<file path="config.mk">
export PLATFORM = sky130hd
export DESIGN_NAME = compare_match_timer
export DESIGN_NICKNAME = d
export VERILOG_FILES = /design/src/hw/timer_pkg.sv /design/src/hw/compare_match_timer.sv /design/src/hw/tick_source.sv /design/src/hw/timeout_irq.sv
export SDC_FILE = /design/constraint.sdc
export NUM_CORES = 1
export LEC_CHECK = 0
export BUFFER_PORTS_ARGS = -buffer_cell sky130_fd_sc_hd__buf_2
export CAP_MARGIN = 25
export CORE_ASPECT_RATIO = 0.9
export CORE_UTILIZATION = 55
export CTS_BUF_LIST = sky130_fd_sc_hd__clkbuf_16
export DETAILED_ROUTE_END_ITERATION = 10
export PLACE_DENSITY = 0.78
export SLEW_MARGIN = 20
export SYNTH_ARGS = -nofsm -noshare
export SYNTH_HDL_FRONTEND = slang
export SYNTH_SLANG_ARGS = --single-unit
</file>
<file path="constraint.sdc">
create_clock -name mclk -period 9.8 [get_ports mclk]
set_input_delay 0.49 -clock mclk [delete_from_list [all_inputs] [get_ports mclk]]
set_output_delay 0.49 -clock mclk [all_outputs]
set_load 0.01 [all_outputs]
</file>
<file path="src/hw/timer_pkg.sv">
// Constants, field layout and mode codes of the four-channel timer.
// Assumes every user writes package::name and imports nothing.
package timer_pkg;

  // ************************************************************
  // Sizes
  // ************************************************************
  localparam int CHANNELS = 4;
  localparam int COUNT_WIDTH = 24;
  localparam int PRESCALE_WIDTH = 8;
  localparam int SOURCE_COUNT = 6;
  localparam int SOURCE_TICKS = 5;
  localparam int SELECT_WIDTH = 3;
  localparam int ADDR_WIDTH = 8;
  localparam int DATA_WIDTH = 32;

  // ************************************************************
  // Register offsets: channel n sits at n * 0x10 plus the first four; the last two are global addresses
  // ************************************************************
  localparam logic [7:0] OFS_CONTROL = 8'h00;
  localparam logic [7:0] OFS_COMPARE = 8'h04;
  localparam logic [7:0] OFS_COUNTER = 8'h08;
  localparam logic [7:0] OFS_IRQ_STATUS = 8'h0C;
  localparam logic [7:0] OFS_GLOBAL_STATUS = 8'h40;
  localparam logic [7:0] OFS_GLOBAL_MASK = 8'h44;

  // ************************************************************
  // Field positions of the control/status word
  // ************************************************************
  localparam int POS_COUNT_ENABLE = 30;
  localparam int POS_IRQ_ENABLE = 29;
  localparam int POS_MODE = 27;
  localparam int POS_SOURCE = 24;
  localparam int POS_PRESCALE = 0;
  localparam int POS_TIMEOUT_FLAG = 0;

  // ************************************************************
  // Reset and initial values
  // ************************************************************
  localparam logic [23:0] COUNT_INITIAL = 24'h000000;
  localparam logic [23:0] RST_COMPARE = 24'h000000;
  localparam logic [7:0] RST_PRESCALE = 8'h00;
  localparam logic [2:0] RST_SOURCE = 3'h0;
  localparam logic [1:0] RST_MODE = 2'h0;
  localparam logic [3:0] RST_MASK = 4'h0;

  // ************************************************************
  // Operating modes
  // ************************************************************
  typedef enum logic [1:0] {
    MODE_ONE_SHOT = 2'h0,
    MODE_PERIODIC = 2'h1,
    MODE_TOGGLE = 2'h2,
    MODE_CONTINUOUS = 2'h3
  } mode_type;

endpackage : timer_pkg

</file>
<file path="src/hw/compare_match_timer.sv">
// Four-channel compare match timer with its register port.
// Assumes a single-cycle strobe master on mclk and synchronous ticks.
//
// Design decisions made here: the strobed register port and the placing of the registers.
`timescale 1ns/10ps
`default_nettype none

// What this block does
// Four channels, each an 8-bit prescaler driving a 24-bit up counter.
// Period is source period times prescale plus one times compare.
// Counter value of each channel is readable at any time.
// A flagged, enabled channel interrupt raises the wake request.
// Each channel holds a 24-bit compare value and its own request.
// Each channel picks its counting clock from six sources.
// Mode field: 0 one-shot, 1 periodic, 2 toggle, 3 continuous.
// Setting count enable starts counting up from the initial value.
// Counter reaching compare sets the timeout flag.
// Interrupt only while timeout flag and interrupt enable are set.
// One-shot match stops, reloads the counter and clears enable.
// Periodic match reloads the counter and keeps counting.
// Periodic runs until disabled; each match sets the flag again.
// Toggle match sets the flag and flips the toggle pin.
// Toggle reloads and keeps counting, giving a square wave.
// Continuous mode: match sets flag, counter runs on and wraps.
// Software clears the flag by writing one; zero leaves it.
// The reload and restart value of the counter is zero.
module compare_match_timer (
  input wire logic mclk,
  input wire logic reset,
  input wire logic [7:0] reg_address,
  input wire logic [31:0] reg_write_data,
  input wire logic reg_write,
  input wire logic reg_read,
  output logic [31:0] reg_read_data,
  input wire logic [4:0] source_tick,
  output logic [3:0] toggle_output_pin,
  output logic [3:0] channel_irq,
  output logic irq,
  output logic wake_request
);

  localparam int NCH = timer_pkg::CHANNELS;
  localparam int CW = timer_pkg::COUNT_WIDTH;
  localparam int PW = timer_pkg::PRESCALE_WIDTH;

  // ************************************************************
  // State
  // ************************************************************
  logic [NCH-1:0] count_enable;
  logic [NCH-1:0] next_count_enable;
  logic [NCH-1:0] irq_enable;
  logic [NCH-1:0] next_irq_enable;
  logic [NCH-1:0][1:0] mode_field;
  logic [NCH-1:0][1:0] next_mode_field;
  logic [NCH-1:0][2:0] source_select;
  logic [NCH-1:0][2:0] next_source_select;
  logic [NCH-1:0][PW-1:0] prescale;
  logic [NCH-1:0][PW-1:0] next_prescale;
  logic [NCH-1:0][CW-1:0] compare_value;
  logic [NCH-1:0][CW-1:0] next_compare_value;
  logic [NCH-1:0][CW-1:0] counter_value;
  logic [NCH-1:0][CW-1:0] next_counter_value;
  logic [NCH-1:0] toggle_state;
  logic [NCH-1:0] next_toggle_state;
  logic [31:0] next_read_data;
  logic [NCH-1:0] tick;
  logic [NCH-1:0] match;
  logic [NCH-1:0] restart;
  logic [NCH-1:0] flag_clear;
  logic [NCH-1:0] timeout_flag;
  logic [NCH-1:0] irq_mask;
  logic mask_write;

  // True when addr hits register ofs of channel ch
  function automatic logic is_chan_reg(input logic [7:0] addr,
    input logic [1:0] ch, input logic [7:0] ofs);
    return (addr[7:6] == 2'h0) && (addr[5:4] == ch) &&
      (addr[3:0] == ofs[3:0]);
  endfunction : is_chan_reg

  // ************************************************************
  // Per-channel clock selection and prescale
  // ************************************************************
  // One divider per channel keeps the channels independent
  for (genvar g = 0; g < NCH; g++)
  begin : gen_tick
    tick_source #(
      .PRESCALE_WIDTH(PW),
      .SOURCE_TICKS(timer_pkg::SOURCE_TICKS)
    ) u_tick (
      .mclk(mclk),
      .reset(reset),
      .source_select(source_select[g]),
      .source_tick(source_tick),
      .prescale(prescale[g]),
      .restart(restart[g]),
      .run(count_enable[g]),
      .tick(tick[g])
    );
  end

  // ************************************************************
  // Counting, compare match and register writes
  // ************************************************************
  // Counting first, then software writes override control fields
  always_comb
  begin
    logic [CW-1:0] inc;
    inc = '0;
    next_count_enable = count_enable;
    next_irq_enable = irq_enable;
    next_mode_field = mode_field;
    next_source_select = source_select;
    next_prescale = prescale;
    next_compare_value = compare_value;
    next_counter_value = counter_value;
    next_toggle_state = toggle_state;
    match = '0;
    restart = '0;
    flag_clear = '0;
    for (int i = 0; i < NCH; i++)
    begin
      if (count_enable[i] && tick[i])
      begin
        inc = counter_value[i] + CW'(1);
        if (inc == compare_value[i])
        begin
          match[i] = 1'b1;
          unique case (mode_field[i])
            timer_pkg::MODE_ONE_SHOT:
            begin
              next_counter_value[i] = timer_pkg::COUNT_INITIAL;
              next_count_enable[i] = 1'b0;
            end
            timer_pkg::MODE_PERIODIC:
            begin
              next_counter_value[i] = timer_pkg::COUNT_INITIAL;
            end
            timer_pkg::MODE_TOGGLE:
            begin
              next_counter_value[i] = timer_pkg::COUNT_INITIAL;
              next_toggle_state[i] = ~toggle_state[i];
            end
            timer_pkg::MODE_CONTINUOUS:
            begin
              next_counter_value[i] = inc;
            end
          endcase
        end
        else
        begin
          // Plain increment wraps at the top of the counter
          next_counter_value[i] = inc;
        end
      end
      if (reg_write && is_chan_reg(reg_address, 2'(i),
        timer_pkg::OFS_CONTROL))
      begin
        next_count_enable[i] =
          reg_write_data[timer_pkg::POS_COUNT_ENABLE];
        next_irq_enable[i] = reg_write_data[timer_pkg::POS_IRQ_ENABLE];
        next_mode_field[i] = reg_write_data[timer_pkg::POS_MODE +: 2];
        next_source_select[i] =
          reg_write_data[timer_pkg::POS_SOURCE +: 3];
        next_prescale[i] = reg_write_data[timer_pkg::POS_PRESCALE +: PW];
        // Only a fresh enable restarts; rewriting a running one keeps it
        if (reg_write_data[timer_pkg::POS_COUNT_ENABLE] &&
          !count_enable[i])
        begin
          restart[i] = 1'b1;
          next_counter_value[i] = timer_pkg::COUNT_INITIAL;
        end
      end
      if (reg_write && is_chan_reg(reg_address, 2'(i),
        timer_pkg::OFS_COMPARE))
      begin
        // Takes effect at once, also while running
        next_compare_value[i] = reg_write_data[CW-1:0];
      end
      // Write-one-to-clear from the channel word or the global word
      flag_clear[i] =
        (reg_write && is_chan_reg(reg_address, 2'(i),
          timer_pkg::OFS_IRQ_STATUS) &&
          reg_write_data[timer_pkg::POS_TIMEOUT_FLAG]) ||
        (reg_write && (reg_address == timer_pkg::OFS_GLOBAL_STATUS) &&
          reg_write_data[i]);
    end
  end

  // Registers the channel state
  always_ff @(posedge mclk or posedge reset)
  begin
    if (reset)
    begin
      count_enable <= '0;
      irq_enable <= '0;
      mode_field <= {NCH{timer_pkg::RST_MODE}};
      source_select <= {NCH{timer_pkg::RST_SOURCE}};
      prescale <= {NCH{timer_pkg::RST_PRESCALE}};
      compare_value <= {NCH{timer_pkg::RST_COMPARE}};
      counter_value <= {NCH{timer_pkg::COUNT_INITIAL}};
      toggle_state <= '0;
    end
    else
    begin
      count_enable <= next_count_enable;
      irq_enable <= next_irq_enable;
      mode_field <= next_mode_field;
      source_select <= next_source_select;
      prescale <= next_prescale;
      compare_value <= next_compare_value;
      counter_value <= next_counter_value;
      toggle_state <= next_toggle_state;
    end
  end

  // Pin level holds when the channel leaves toggle mode
  assign toggle_output_pin = toggle_state;

  // ************************************************************
  // Flags and interrupts
  // ************************************************************
  assign mask_write =
    reg_write && (reg_address == timer_pkg::OFS_GLOBAL_MASK);

  timeout_irq #(
    .CHANNELS(NCH)
  ) u_irq (
    .mclk(mclk),
    .reset(reset),
    .event_set(match),
    .flag_clear(flag_clear),
    .mask_write(mask_write),
    .mask_data(reg_write_data[NCH-1:0]),
    .irq_enable(irq_enable),
    .timeout_flag(timeout_flag),
    .irq_mask(irq_mask),
    .channel_irq(channel_irq),
    .irq(irq),
    .wake_request(wake_request)
  );

  // ************************************************************
  // Read port
  // ************************************************************
  // Unmapped addresses read zero; data stand one cycle only
  always_comb
  begin
    logic [1:0] ch;
    ch = reg_address[5:4];
    next_read_data = '0;
    if (reg_read && (reg_address[7:6] == 2'h0))
    begin
      unique case (reg_address[3:0])
        timer_pkg::OFS_CONTROL[3:0]:
        begin
          next_read_data[timer_pkg::POS_COUNT_ENABLE] = count_enable[ch];
          next_read_data[timer_pkg::POS_IRQ_ENABLE] = irq_enable[ch];
          next_read_data[timer_pkg::POS_MODE +: 2] = mode_field[ch];
          next_read_data[timer_pkg::POS_SOURCE +: 3] = source_select[ch];
          next_read_data[timer_pkg::POS_PRESCALE +: PW] = prescale[ch];
        end
        timer_pkg::OFS_COMPARE[3:0]:
        begin
          next_read_data[CW-1:0] = compare_value[ch];
        end
        timer_pkg::OFS_COUNTER[3:0]:
        begin
          next_read_data[CW-1:0] = counter_value[ch];
        end
        timer_pkg::OFS_IRQ_STATUS[3:0]:
        begin
          next_read_data[timer_pkg::POS_TIMEOUT_FLAG] = timeout_flag[ch];
        end
        default:
        begin
          next_read_data = '0;
        end
      endcase
    end
    else if (reg_read && (reg_address == timer_pkg::OFS_GLOBAL_STATUS))
    begin
      next_read_data[NCH-1:0] = timeout_flag;
    end
    else if (reg_read && (reg_address == timer_pkg::OFS_GLOBAL_MASK))
    begin
      next_read_data[NCH-1:0] = irq_mask;
    end
  end

  always_ff @(posedge mclk or posedge reset)
  begin
    if (reset)
    begin
      reg_read_data <= '0;
    end
    else
    begin
      reg_read_data <= next_read_data;
    end
  end

  for (genvar g = 0; g < NCH; g++)
  begin : gen_check

  end
endmodule : compare_match_timer

`default_nettype wire

</file>
<file path="src/hw/tick_source.sv">
// Clock source select and prescaler of one timer channel.
// Assumes source ticks are one-cycle enables synchronous to mclk.
`timescale 1ns/10ps
`default_nettype none

module tick_source #(
  parameter int PRESCALE_WIDTH = 8,
  parameter int SOURCE_TICKS = 5
) (
  input wire logic mclk,
  input wire logic reset,
  input wire logic [2:0] source_select,
  input wire logic [SOURCE_TICKS-1:0] source_tick,
  input wire logic [PRESCALE_WIDTH-1:0] prescale,
  input wire logic restart,
  input wire logic run,
  output logic tick
);

  logic [PRESCALE_WIDTH-1:0] prescale_count;
  logic [PRESCALE_WIDTH-1:0] next_prescale_count;
  logic source_pulse;

  // ************************************************************
  // Source select and prescale division
  // ************************************************************
  // Code 0 is mclk itself, codes 1..5 the tick inputs, others idle
  always_comb
  begin
    source_pulse = 1'b0;
    if (source_select == 3'h0)
    begin
      source_pulse = 1'b1;
    end
    else if (source_select <= 3'(SOURCE_TICKS))
    begin
      source_pulse = source_tick[source_select - 3'h1];
    end
    tick = run && !restart && source_pulse &&
      (prescale_count == prescale);
    next_prescale_count = prescale_count;
    if (restart || !run)
    begin
      next_prescale_count = '0;
    end
    else if (source_pulse)
    begin
      // One tick per prescale+1 source pulses
      next_prescale_count = tick ? '0 :
        prescale_count + PRESCALE_WIDTH'(1);
    end
  end

  // Stopped channels keep the divider cleared for a fresh start
  always_ff @(posedge mclk or posedge reset)
  begin
    if (reset)
    begin
      prescale_count <= '0;
    end
    else
    begin
      prescale_count <= next_prescale_count;
    end
  end

endmodule : tick_source

`default_nettype wire

</file>
<file path="src/hw/timeout_irq.sv">
// Sticky timeout flags, interrupt mask and the interrupt outputs.
// Assumes set and clear vectors arrive as one-cycle pulses.
`timescale 1ns/10ps
`default_nettype none

module timeout_irq #(
  parameter int CHANNELS = 4
) (
  input wire logic mclk,
  input wire logic reset,
  input wire logic [CHANNELS-1:0] event_set,
  input wire logic [CHANNELS-1:0] flag_clear,
  input wire logic mask_write,
  input wire logic [CHANNELS-1:0] mask_data,
  input wire logic [CHANNELS-1:0] irq_enable,
  output logic [CHANNELS-1:0] timeout_flag,
  output logic [CHANNELS-1:0] irq_mask,
  output logic [CHANNELS-1:0] channel_irq,
  output logic irq,
  output logic wake_request
);

  logic [CHANNELS-1:0] next_timeout_flag;
  logic [CHANNELS-1:0] next_irq_mask;

  // ************************************************************
  // Flags and mask
  // ************************************************************
  // Set beats clear so a match in the clearing cycle is kept
  always_comb
  begin
    next_timeout_flag = event_set | (timeout_flag & ~flag_clear);
    next_irq_mask = mask_write ? mask_data : irq_mask;
  end

  always_ff @(posedge mclk or posedge reset)
  begin
    if (reset)
    begin
      timeout_flag <= '0;
      irq_mask <= CHANNELS'(timer_pkg::RST_MASK);
    end
    else
    begin
      timeout_flag <= next_timeout_flag;
      irq_mask <= next_irq_mask;
    end
  end

  // Per-channel requests ignore the mask; the shared line honours it
  assign channel_irq = timeout_flag & irq_enable;
  assign irq = |(timeout_flag & irq_enable & irq_mask);
  assign wake_request = |(timeout_flag & irq_enable);

endmodule : timeout_irq

`default_nettype wire

</file>
==> impl_metrics.env, run 1 <==
export IMPL_share_of_synthesized_area_occupied_by_flip_flops_and_latches_pct=40.8
export IMPL_netlist_cell_type_count=85
export IMPL_status="complete, no violations"
export IMPL_ctsResizeCount=0
export IMPL_grt_max_degree=119
export IMPL_floorplan_initialDensity_pct=56.6
export IMPL_clock_power_share_pct=41.4
export IMPL_worst_setup_path_end_kind="flip-flop"
export IMPL_clkSlewWorstSetupHoldPaths_ps=60
export IMPL_dr_first_iter_drc_count=1575
export IMPL_worstMarginPinSlew_ps=933
export IMPL_tritoncts_num_sinks=327
export IMPL_synth_edf_count=0
export IMPL_via_total_after_detailed_routing=16200
export IMPL_clock_tree_root_cell="sky130_fd_sc_hd__clkbuf_16"
export IMPL_globalRoute_totalOverflow=0
export IMPL_final_setup_skew_ps=16.5
export IMPL_cap_viol_max_count=0
export IMPL_leakage_nw=9.74
export IMPL_rows=65
export IMPL_synthFlopType="sky130_fd_sc_hd__dfrtp_1"
export IMPL_grt_pass1_vias=15700
export IMPL_ys_warnings_count=0
export IMPL_worst_hold_path_type="primary input to async pin"
export IMPL_setup_viol_count_final=0
export IMPL_die_y_um=183
export IMPL_synthesis_area_um2=20100
export IMPL_core_um2=35500
export IMPL_grt_total_usage_pct=32.3
export IMPL_power_switching_mw=0.863
export IMPL_wire_per_inst_um=23.9
export IMPL_max_slew_violation_count=0
export IMPL_drc=0
export IMPL_crit_path_to="counter_value[57]$_DFF_PP0_"
export IMPL_gp_congestion=0.977
export IMPL_netlist_instances=1958
export IMPL_timing_final_crit_share_pct=43.6
export IMPL_finalCriticalPeriod_ps=4270
export IMPL_place_port_buffers=88
export IMPL_die_area_um2=37200
export IMPL_critical_path_startpoint="counter_value[55]$_DFF_PP0_"
export IMPL_cp_required_ps=10180
export IMPL_synth_seq_cells=327
export IMPL_final_ant_viol_nets=0
export IMPL_post_drt_via_cell_ratio=6.56
export IMPL_netlist_area_leader_share_pct=40.8
export IMPL_rr_startpoint="counter_value[55]$_DFF_PP0_"
export IMPL_share_of_final_layout_standard_cells_stronger_than_drive_strength_1_pct=20.7
export IMPL_tns_ps=0
export IMPL_cts_buffers_inserted=37
export IMPL_intPower_mw=2.31
export IMPL_comb_power_share_pct=11.6
export IMPL_synthesis_area_per_instance_um2=10.2
export IMPL_clock_insertion_delay_worst_skew_ps=540
export IMPL_yosysTopAreaCell="sky130_fd_sc_hd__dfrtp_1"
export IMPL_fin_total_pwr_mw=3.17
export IMPL_leading_cell_type_by_number_of_instances_after_synthesis="sky130_fd_sc_hd__dfrtp_1"
export IMPL_relSlewSlack_pct=36.2
export IMPL_r2r_worst_path_cells=8
export IMPL_drt_first_pass_iters=5
export IMPL_worstSetupStartpointType="flip-flop"
export IMPL_crit_path_arrival_time_ps=4650
export IMPL_power_per_cell_area_nw_per_um2=145
export IMPL_finalWirelength_um=59100
export IMPL_post_synth_most_frequent_cells="sky130_fd_sc_hd__dfrtp_1 (327), sky130_fd_sc_hd__nor2_1 (176), sky130_fd_sc_hd__mux2_2 (159)"
export IMPL_h_tree_depth=2
export IMPL_regToRegSetupSlack_ps=5530
export IMPL_antennaDiodeCount=0
export IMPL_layout_nets=2044
export IMPL_criticalPathCategory="flip-flop to flip-flop"
export IMPL_ir_drop_mv=0.103
export IMPL_post_cts_hold_buffer_count=0
export IMPL_tritoncts="done"
export IMPL_p_seq_share_pct=47.0
export IMPL_antenna_found_initial=1
export IMPL_power_share_switching_pct=27.2
export IMPL_crit_fanout=21
export IMPL_cts_setup_buffers=0
export IMPL_syn_to_layout_area_delta_pct=9.04
export IMPL_wire_length_of_the_first_global_routing_pass_um=91600
export IMPL_timing_final_hold_violations=0
export IMPL_max_clock_path_buffers=3
export IMPL_dpl_hpwl_um=43700
export IMPL_mappedNetlistNets=2026
export IMPL_ioPinCount=91
export IMPL_maxClockFrequency_mhz=234
export IMPL_worstReg2RegEnd="counter_value[57]$_DFF_PP0_"
export IMPL_synthArstFlopShare_pct=100
export IMPL_rsz0062_at_grt="false"
export IMPL_die_w_um=203
export IMPL_synth_area_leaders="sky130_fd_sc_hd__dfrtp_1 (41%), sky130_fd_sc_hd__mux2_2 (8.9%), sky130_fd_sc_hd__mux4_2 (7.6%)"
[per-layer routing]
metal  vias to the layer above  share of wire, %  global-route usage [%]
met2                       841                44                    48.1
met1                      8099                41                    45.6
met4                         2               3.0                    9.80
met5                         -             0.012                       0
li1                       7142                 -                       -
met3                       120                12                    9.33
[metrics by stage]
step	hold WS [ps]	worst slack, ps	cells	area [um2]	utilization (%)
3_5_place_dp	457	5480	2404	20700	58.4
6_report	84.0	5530	2472	21900	61.7
4_1_cts	147	5340	2470	21800	61.6
3_3_place_gp	456	5580	2403	20700	58.4
5_1_grt	164	5140	2472	21900	61.7
2_1_floorplan	465	255	1958	20100	-
[state kept, by name (all words and copies together), names as in the netlist, 8 cells and up]
name,count
gen_tick.u_tick.prescale_count,32
prescale,32
reg_read_data,31
source_select,12
compare_value,96
counter_value,96
mode_field,8
[cells in the final DEF (no fill, tap or decap), types with 6 or more instances in the layout]
cell	instances
sky130_fd_sc_hd__buf_4	17
sky130_fd_sc_hd__or4_1	10
sky130_fd_sc_hd__ha_1	19
sky130_fd_sc_hd__mux2_2	159
sky130_fd_sc_hd__o31ai_1	12
sky130_fd_sc_hd__a211oi_1	11
sky130_fd_sc_hd__a21oi_1	34
sky130_fd_sc_hd__mux2i_1	14
sky130_fd_sc_hd__buf_2	86
sky130_fd_sc_hd__inv_1	48
sky130_fd_sc_hd__nand2b_1	11
sky130_fd_sc_hd__and3_1	26
sky130_fd_sc_hd__and2_1	21
sky130_fd_sc_hd__o21ai_0	59
sky130_fd_sc_hd__clkbuf_16	39
sky130_fd_sc_hd__nor3b_1	9
sky130_fd_sc_hd__mux4_2	68
sky130_fd_sc_hd__nand2_1	157
sky130_fd_sc_hd__dfrtp_1	327
sky130_fd_sc_hd__and4_1	18
sky130_fd_sc_hd__nor3_1	44
sky130_fd_sc_hd__a22oi_1	23
sky130_fd_sc_hd__o211ai_1	10
sky130_fd_sc_hd__or3_1	22
sky130_fd_sc_hd__nand3_1	96
sky130_fd_sc_hd__nor4_1	25
sky130_fd_sc_hd__nor2_1	176
sky130_fd_sc_hd__o41ai_1	6
sky130_fd_sc_hd__o22ai_1	11
sky130_fd_sc_hd__clkinv_1	8
sky130_fd_sc_hd__a31oi_1	15
sky130_fd_sc_hd__xnor2_1	139
sky130_fd_sc_hd__nand4_1	48
sky130_fd_sc_hd__nor2b_1	19
sky130_fd_sc_hd__xor2_1	99
[cell families after synthesis]
group,after synthesis,synth area share [%]
other cells,1,0.0187
flops,327,40.8
mux,241,17.3
compound gates,245,8.47
buf+inv,167,3.46
xor+xnor,238,10.4
simple gates,720,18.4
fa+ha+maj,19,1.19
[worst min path at each step]
stage / slack, ps / cells past startpoint / to
after global routing: 160 / 2 / reg_read_data[25]$_DFF_PP0_
final: 80 / 2 / reg_read_data[26]$_DFF_PP0_
after CTS: 150 / 2 / reg_read_data[25]$_DFF_PP0_
after global placement: 460 / 1 / toggle_output_pin[3]$_DFFE_PP0P_
after detailed placement: 460 / 1 / toggle_output_pin[3]$_DFFE_PP0P_
after floorplan: 460 / 1 / gen_tick[2].u_tick.prescale_count[7]$_DFFE_PP0P_
[power by group through the flow]
stage	Combinational [mW]	Sequential [mW]	Clock, mW
6_report	0.367	1.49	1.31
5_1_grt	0.397	1.49	1.39
4_1_cts	0.360	1.48	1.33
3_5_place_dp	0.357	1.51	0
3_3_place_gp	0.348	1.50	0
2_1_floorplan	0.275	1.46	0
[critical path, cell delays in order, from the launching register on]
cell and delay [ps]:
sky130_fd_sc_hd__dfrtp_1 610, sky130_fd_sc_hd__nand4_2 330, sky130_fd_sc_hd__nor3_1 770, sky130_fd_sc_hd__nand3_1 230, sky130_fd_sc_hd__a311oi_1 500, sky130_fd_sc_hd__a2bb2oi_1 230
sky130_fd_sc_hd__or4b_4 550, sky130_fd_sc_hd__o21ai_2 670, sky130_fd_sc_hd__o21ai_0 200
[final cells by class]
class	instances	area (um2)
fillers	2899	13600
multi-input cells	1464	11200
flip-flops and latches	327	8180
clock buffers	39	976
repair buffers	105	593
well taps	469	587
inverters	41	161
clock inverters	27	156
(Power assumes the default switching activity.)
==> run 2: changes to the inputs <==
- ABC_AREA: default -> 1
- PLACE_DENSITY: 0.78 -> 0.75
- clock period: 9.8 -> 4.4 ns (I/O delays scaled with it)
==> run 2 against run 1 <==
Net effect:
- sequential share of layout area is 2.4 points lower
- largest power group unchanged
- power grew to 2.6 times the previous value
- flip-flop and latch count stayed put
- critical endpoint is now counter_value[34]$_DFF_PP0_
- combinational power grew to 4.7 times the previous value
- clock skew is 5.8 ps higher
- via count is 33% higher
- register-to-register slack worse by 4500 ps
- synthesized cell count is 57% higher
- synthesized area is 4.6% higher
==> impl_metrics.env, run 2 <==
export IMPL_status="complete, no violations"
export IMPL_criticalPathCategory="flip-flop to flip-flop"
export IMPL_placedCellCount=3570
export IMPL_clock_power_share_pct=37.7
export IMPL_setup_viol_count_final=0
export IMPL_cap_viol_max_count=0
export IMPL_yosysTopAreaCell="sky130_fd_sc_hd__dfrtp_1"
export IMPL_p_seq_share_pct=41.4
export IMPL_netlist_area_leader_share_pct=39.0
export IMPL_synth_seq_cells=327
export IMPL_h_tree_depth=2
export IMPL_crit_path_max_incr_delay_ps=670
export IMPL_power_per_cell_area_nw_per_um2=352
export IMPL_maxClockFrequency_mhz=295
export IMPL_clkSlewWorstSetupHoldPaths_ps=60
export IMPL_share_of_final_layout_standard_cells_stronger_than_drive_strength_1_pct=7.88
export IMPL_ioPinCount=91
export IMPL_place_port_buffers=88
export IMPL_leading_cell_type_by_number_of_instances_after_synthesis="sky130_fd_sc_hd__nand2_1"
export IMPL_relSlewSlack_pct=32.8
export IMPL_drt_first_pass_iters=7
export IMPL_via_total_after_detailed_routing=21500
export IMPL_synthesis_area_um2=21000
export IMPL_final_common_cell="sky130_fd_sc_hd__nand2_1"
export IMPL_max_clock_path_buffers=3
export IMPL_share_of_synthesized_area_occupied_by_flip_flops_and_latches_pct=39.0
export IMPL_floorplan_initialDensity_pct=56.1
export IMPL_ir_drop_mv=0.326
export IMPL_worst_hold_path_type="primary input to flip-flop"
export IMPL_leakage_nw=10.7
export IMPL_finalWirelength_um=73400
export IMPL_crit_path_top_delay_cell="sky130_fd_sc_hd__nand3_2"
export IMPL_antennaDiodeCount=0
export IMPL_syn_to_layout_area_delta_pct=11.3
export IMPL_dpl_hpwl_um=54800
export IMPL_synthesis_area_per_instance_um2=6.84
export IMPL_clock_insertion_delay_worst_skew_ps=580
export IMPL_critical_path_top_cell_by_count="sky130_fd_sc_hd__nand2_1"
export IMPL_gp_congestion=1.00
export IMPL_netlist_cell_type_count=53
export IMPL_die_area_um2=38900
export IMPL_cts_buffers_inserted=38
export IMPL_power_switching_mw=2.80
export IMPL_final_ant_viol_nets=0
export IMPL_crit_path_arrival_time_ps=3830
export IMPL_grt_pass1_vias=20300
export IMPL_synth_edf_count=0
export IMPL_globalRoute_totalOverflow=0
export IMPL_synth_area_leaders="sky130_fd_sc_hd__dfrtp_1 (39%), sky130_fd_sc_hd__nand2_1 (17%), sky130_fd_sc_hd__inv_1 (6.8%)"
export IMPL_power_share_switching_pct=34.1
export IMPL_tritoncts_num_sinks=327
export IMPL_worstMarginPinSlew_ps=1010
export IMPL_timing_final_hold_violations=0
export IMPL_synthArstFlopShare_pct=100
export IMPL_worstSetupStartpointType="flip-flop"
export IMPL_timing_final_crit_share_pct=77.1
export IMPL_drc=0
export IMPL_final_setup_skew_ps=22.3
export IMPL_antenna_found_initial=0
export IMPL_cp_required_ps=4840
export IMPL_rsz0062_at_grt="false"
export IMPL_multi_input_logic_area_um2=10900
export IMPL_clock_tree_root_cell="sky130_fd_sc_hd__clkbuf_16"
export IMPL_post_drt_via_cell_ratio=5.85
export IMPL_path_buf_inv=0
export IMPL_netlist_instances=3069
export IMPL_tns_ps=0
export IMPL_rows=67
export IMPL_dr_first_iter_drc_count=2561
export IMPL_worst_setup_path_end_kind="flip-flop"
export IMPL_die_y_um=187
export IMPL_regArea_um2=8180
export IMPL_grt_max_degree=95
export IMPL_core_um2=37400
export IMPL_tritoncts="done"
export IMPL_intPower_mw=5.41
export IMPL_synthFlopType="sky130_fd_sc_hd__dfrtp_1"
export IMPL_final_instance_count_excl_fill=3670
export IMPL_max_slew_violation_count=0
export IMPL_mappedNetlistNets=3137
export IMPL_critPathTopFamily="simple AND/OR/NAND/NOR gates"
export IMPL_wire_per_inst_um=20.0
export IMPL_n_fill_cell=3435
export IMPL_post_synth_most_frequent_cells="sky130_fd_sc_hd__nand2_1 (958), sky130_fd_sc_hd__inv_1 (379), sky130_fd_sc_hd__dfrtp_1 (327)"
export IMPL_finish_utilization_pct=62.4
export IMPL_die_w_um=208
export IMPL_grt_total_usage_pct=38.2
export IMPL_wire_length_of_the_first_global_routing_pass_um=115000
export IMPL_ys_warnings_count=0
export IMPL_path_cells="nand2_1 -> nor2_1 -> nand2_1 -> nor2_1 -> nand3_1 -> nand2_1 -> nand2_1 -> nand2_1 -> nand3_1 -> nor2_1 -> nand3_2 -> nand3_1 -> a21oi_1"
export IMPL_finalCriticalPeriod_ps=3390
export IMPL_biggestRegsByFlops="compare_value (96), counter_value (96)"
export IMPL_final_cell_mix="sky130_fd_sc_hd__nand2_1 (956), sky130_fd_sc_hd__inv_1 (388), sky130_fd_sc_hd__dfrtp_1 (327), sky130_fd_sc_hd__nand3_1 (264), sky130_fd_sc_hd__nor2_1 (243)"
export IMPL_layout_nets=3225
export IMPL_comb_power_share_pct=20.9
export IMPL_crit_fanout=24
run 2: cell count changes in the layout (fill, tap and decap cells not counted), sizes merged, moves of 23 or more:
| cell | delta |
|---|---|
| a21oi | +110 |
| and3 | -23 |
| dlygate4sd3 | +30 |
| inv | +345 |
| mux2 | -159 |
| mux4 | -68 |
| nand2 | +820 |
| nand3 | +173 |
| nor2 | +105 |
| nor4 | -23 |
| o21ai | +187 |
| o22ai | +88 |
| xnor2 | -118 |
| xor2 | -62 |
run 2: area by class of cell:
type / count / area share [%]
Clock buffer: 39 / 4.18
Clock inverter: 31 / 0.901
Inverter: 386 / 6.22
Multi-Input combinational cell: 2257 / 46.8
Sequential cell: 327 / 35.1
Tap cell: 483 / 2.59
Timing Repair Buffer: 147 / 4.21
run 2: logic make-up after synthesis:
logic type               synth area share [%]
other                                  0.0179
AND/OR/NAND/NOR                          33.0
XOR/XNOR                                 3.21
flip-flops                               39.0
adder cells (fa/ha/maj)                  1.13
AO/OA/AOI/OAI                            14.6
buffers and inverters                    8.98
run 2: repair_timing:
item,CTS,global route
gates resized for setup,0,0
hold buffers,30,0
setup buffers,0,0
hold endpoints to repair,61,0
run 2: power groups by stage:
stage                     Sequential [mW]  Combinational, mW  Clock (mW)
after floorplan                      3.37               1.16           0
after global placement               3.43               1.60           0
after detailed placement             3.43               1.64           0
after CTS                            3.38               1.67        3.13
after global routing                 3.41               1.89        3.23
final                                3.39               1.72        3.10
run 2: worst min-delay path, stage by stage:
cell and delay, ps:
sky130_fd_sc_hd__buf_2 170, sky130_fd_sc_hd__nand2_1 130, sky130_fd_sc_hd__nand2_1 60
run 2: per-stage QoR:
step / power (mW) / setup WS [ps] / area, um2 / hold WS [ps]
after floorplan: 4.53 / -185 / 21000 / 341
after global placement: 5.03 / 1280 / 21800 / 279
after detailed placement: 5.07 / 1210 / 21800 / 283
after CTS: 8.19 / 1180 / 23300 / 15.2
after global routing: 8.53 / 707 / 23300 / 44.6
final: 8.21 / 1010 / 23300 / 45.1
run 2: metal layers:
metal,wire length (um),global-route usage [%]
met5,0,0
met4,4080,21.0
met3,6140,5.42
met2,32600,58.8
met1,30500,52.0
run 2: path summary, 6_finish.rpt:
kind | startpoint | endpoint | slack [ps] | cells past startpoint
hold / removal | reg_write_data[30] | count_enable[0]$_DFFE_PP0P_ | 50 | 3
hold reg to reg | compare_value[10]$_DFFE_PP0P_ | compare_value[10]$_DFFE_PP0P_ | 490 | 2
setup reg to reg | counter_value[36]$_DFF_PP0_ | counter_value[34]$_DFF_PP0_ | 1010 | 13
setup / recovery | counter_value[36]$_DFF_PP0_ | counter_value[34]$_DFF_PP0_ | 1010 | 13
max in group asynchronous | reset | gen_tick[3].u_tick.prescale_count[1]$_DFFE_PP0P_ | 2920 | 4
min in group asynchronous | reset | counter_value[94]$_DFF_PP0_ | 250 | 3
==> run 3: changes to the inputs <==
- PLACE_DENSITY: 0.75 -> 0.78
- clock period: 4.4 -> 3 ns (I/O delays scaled with it)
==> run 3 against run 2 <==
Net effect:
- non-clock buffer count rose by 21
- global-route usage is 0.22 points higher
- hold slack improved by 11 ps
- cell area up 1.8%
- first-iteration DRC count decreased by 3.1%
- die area is the same
- worst setup slack worse by 860 ps
- clock skew fell by 8.3 ps
- critical path depth rose by 4
- register-to-register slack worse by 860 ps
- clock power up 66%
- critical path type unchanged
- largest cell class unchanged
==> impl_metrics.env, run 3 (same netlist as run 2, synthesis figures left out) <==
export IMPL_finalCriticalPeriod_ps=2850
export IMPL_critical_path_startpoint="counter_value[25]$_DFF_PP0_"
export IMPL_regArea_um2=8180
export IMPL_max_slew_violation_count=0
export IMPL_final_ant_viol_nets=0
export IMPL_worstReg2RegEnd="counter_value[43]$_DFF_PP0_"
export IMPL_grt_total_usage_pct=38.4
export IMPL_relSlewSlack_pct=33.1
export IMPL_regToRegSetupSlack_ps=150
export IMPL_syn_to_layout_area_delta_pct=13.3
export IMPL_status="complete, no violations"
export IMPL_ioPinCount=91
export IMPL_die_w_um=208
export IMPL_timing_final_crit_share_pct=95.0
export IMPL_place_port_buffers=88
export IMPL_power_per_cell_area_nw_per_um2=536
export IMPL_grt_most_used_layer="met2"
export IMPL_cap_viol_max_count=0
export IMPL_layout_nets=3247
export IMPL_share_of_final_layout_standard_cells_stronger_than_drive_strength_1_pct=8.79
export IMPL_worstMarginPinSlew_ps=1000
export IMPL_criticalPathCategory="flip-flop to flip-flop"
export IMPL_floorplan_initialDensity_pct=56.1
export IMPL_h_tree_depth=2
export IMPL_die_y_um=187
export IMPL_maxClockFrequency_mhz=351
export IMPL_grt_pass1_vias=20400
export IMPL_crit_path_arrival_time_ps=3270
export IMPL_drc=0
export IMPL_antenna_found_initial=0
export IMPL_dr_first_iter_drc_count=2482
export IMPL_die_area_um2=38900
export IMPL_drt_first_pass_iters=6
export IMPL_max_clock_path_buffers=3
export IMPL_globalRoute_totalOverflow=0
export IMPL_hold_path_startpoint="reg_address[7]"
export IMPL_wire_per_inst_um=20.2
export IMPL_crit_fanout=15
export IMPL_grt_use_met2_pct=57.9
export IMPL_dpl_hpwl_um=56000
export IMPL_finalWirelength_um=74700
export IMPL_clkSlewWorstSetupHoldPaths_ps=60
export IMPL_finish_utilization_pct=63.5
export IMPL_grtUsageMet1_pct=53.0
export IMPL_r2r_worst_path_cells=17
export IMPL_rows=67
export IMPL_worst_hold_path_type="primary input to flip-flop"
export IMPL_worst_setup_path_end_kind="flip-flop"
export IMPL_wire_length_of_the_first_global_routing_pass_um=115000
export IMPL_via_total_after_detailed_routing=21800
export IMPL_use_met3_pct=5.37
export IMPL_timing_hold_worst_path_depth=4
export IMPL_worst_hold_path_endpoint="u_irq.irq_mask[0]$_DFFE_PP0P_"
export IMPL_final_instance_count_excl_fill=3692
export IMPL_tritoncts="done"
export IMPL_final_setup_skew_ps=14.0
export IMPL_antennaDiodeCount=0
export IMPL_placedCellCount=3589
export IMPL_timing_final_hold_violations=0
export IMPL_multi_input_logic_area_um2=11000
export IMPL_cp_required_ps=3410
export IMPL_ir_drop_mv=0.492
export IMPL_cts_buffers_inserted=39
export IMPL_setup_viol_count_final=0
export IMPL_post_drt_via_cell_ratio=5.91
export IMPL_rr_startpoint="counter_value[25]$_DFF_PP0_"
export IMPL_final_common_cell="sky130_fd_sc_hd__nand2_1"
export IMPL_final_cell_mix="sky130_fd_sc_hd__nand2_1 (956), sky130_fd_sc_hd__inv_1 (384), sky130_fd_sc_hd__dfrtp_1 (327), sky130_fd_sc_hd__nand3_1 (262), sky130_fd_sc_hd__nor2_1 (241)"
export IMPL_biggestRegsByFlops="compare_value (96), counter_value (96)"
export IMPL_leakage_nw=10.9
export IMPL_clock_tree_root_cell="sky130_fd_sc_hd__clkbuf_16"
export IMPL_clock_insertion_delay_worst_skew_ps=560
export IMPL_gp_congestion=1.04
export IMPL_n_fill_cell=3361
export IMPL_worstSetupStartpointType="flip-flop"
export IMPL_fin_total_pwr_mw=12.7
export IMPL_core_um2=37400
export IMPL_grt_max_degree=132
export IMPL_tns_ps=0
export IMPL_cts_setup_buffers=0
export IMPL_tritoncts_num_sinks=327
## run 3: cell count changes in the layout (fill, tap and decap cells not counted), sizes merged
| cell | change |
|---|---|
| buf | +19 |
| bufinv | +6 |
| clkbuf | +1 |
| clkinv | -5 |
| clkinvlp | +1 |
| dlygate4sd3 | +2 |
| inv | -2 |
## run 3: through the flow
| step | setup slack [ps] | hold WS (ps) | instance area (um2) |
|---|---|---|---|
| CTS | 204 | 34.0 | 23700 |
| detailed placement | 236 | 119 | 22000 |
| global placement | 301 | 118 | 22000 |
| finish | 149 | 56.0 | 23800 |
| global route | -3.56 | 48.7 | 23800 |
| floorplan | -1510 | 271 | 21000 |
## run 3: timing repair
| action | CTS | global route |
|---|---|---|
| endpoints found under the hold margin | 162 | 0 |
| hold buffers | 32 | 0 |
| gates resized for setup | 0 | 8 |
| endpoints found under the setup margin | 0 | 31 |
## run 3: routing by layer
metal  vias up  share of wire, %
met3       237               9.5
met5         -                 0
met2      1198                43
met1     10200                41
met4         0               6.4
li1      10200                 -
## run 3: critical path: stages (launching register included)
cell                      delay, ps
sky130_fd_sc_hd__dfrtp_1        410
sky130_fd_sc_hd__ha_1           230
sky130_fd_sc_hd__nand2_1        140
sky130_fd_sc_hd__nor2_4         210
sky130_fd_sc_hd__nand2_1        150
sky130_fd_sc_hd__nor2_2         240
sky130_fd_sc_hd__nand2_1         80
sky130_fd_sc_hd__nand2_1         80
sky130_fd_sc_hd__nand2_1         70
sky130_fd_sc_hd__nand2_1         80
sky130_fd_sc_hd__nand2_1        120
sky130_fd_sc_hd__nor2_1         120
sky130_fd_sc_hd__nand2_1         70
sky130_fd_sc_hd__nor2_2         210
sky130_fd_sc_hd__nand3_2        110
sky130_fd_sc_hd__buf_4          230
sky130_fd_sc_hd__nand3_1        100
sky130_fd_sc_hd__a21oi_1         60
## run 3: power by group
group | switching (mW) | leakage [nW] | internal (mW)
clock | 2.02 | 0.686 | 3.13
combinational | 1.80 | 5.84 | 0.808
sequential | 0.314 | 4.35 | 4.66
total | 4.13 | 10.9 | 8.60
## run 3: cell type report
| class | count | share of cell area (%) |
|---|---|---|
| clock buffer | 40 | 4.21 |
| clock inverter | 31 | 1.58 |
| inverter | 386 | 6.11 |
| multi-input combinational | 2257 | 46.1 |
| sequential | 327 | 34.4 |
| tap | 483 | 2.54 |
| timing repair buffer | 168 | 4.98 |
## run 3: how the worst max path moves through the flow
stage	end	slack [ps]	cells after the start
after floorplan	compare_value[0]$_DFFE_PP0P_	-1510	1
after global placement	counter_value[4]$_DFF_PP0_	300	17
after detailed placement	counter_value[14]$_DFF_PP0_	240	17
after CTS	counter_value[20]$_DFF_PP0_	200	17
after global routing	counter_value[10]$_DFF_PP0_	-4	17
final	counter_value[43]$_DFF_PP0_	150	17
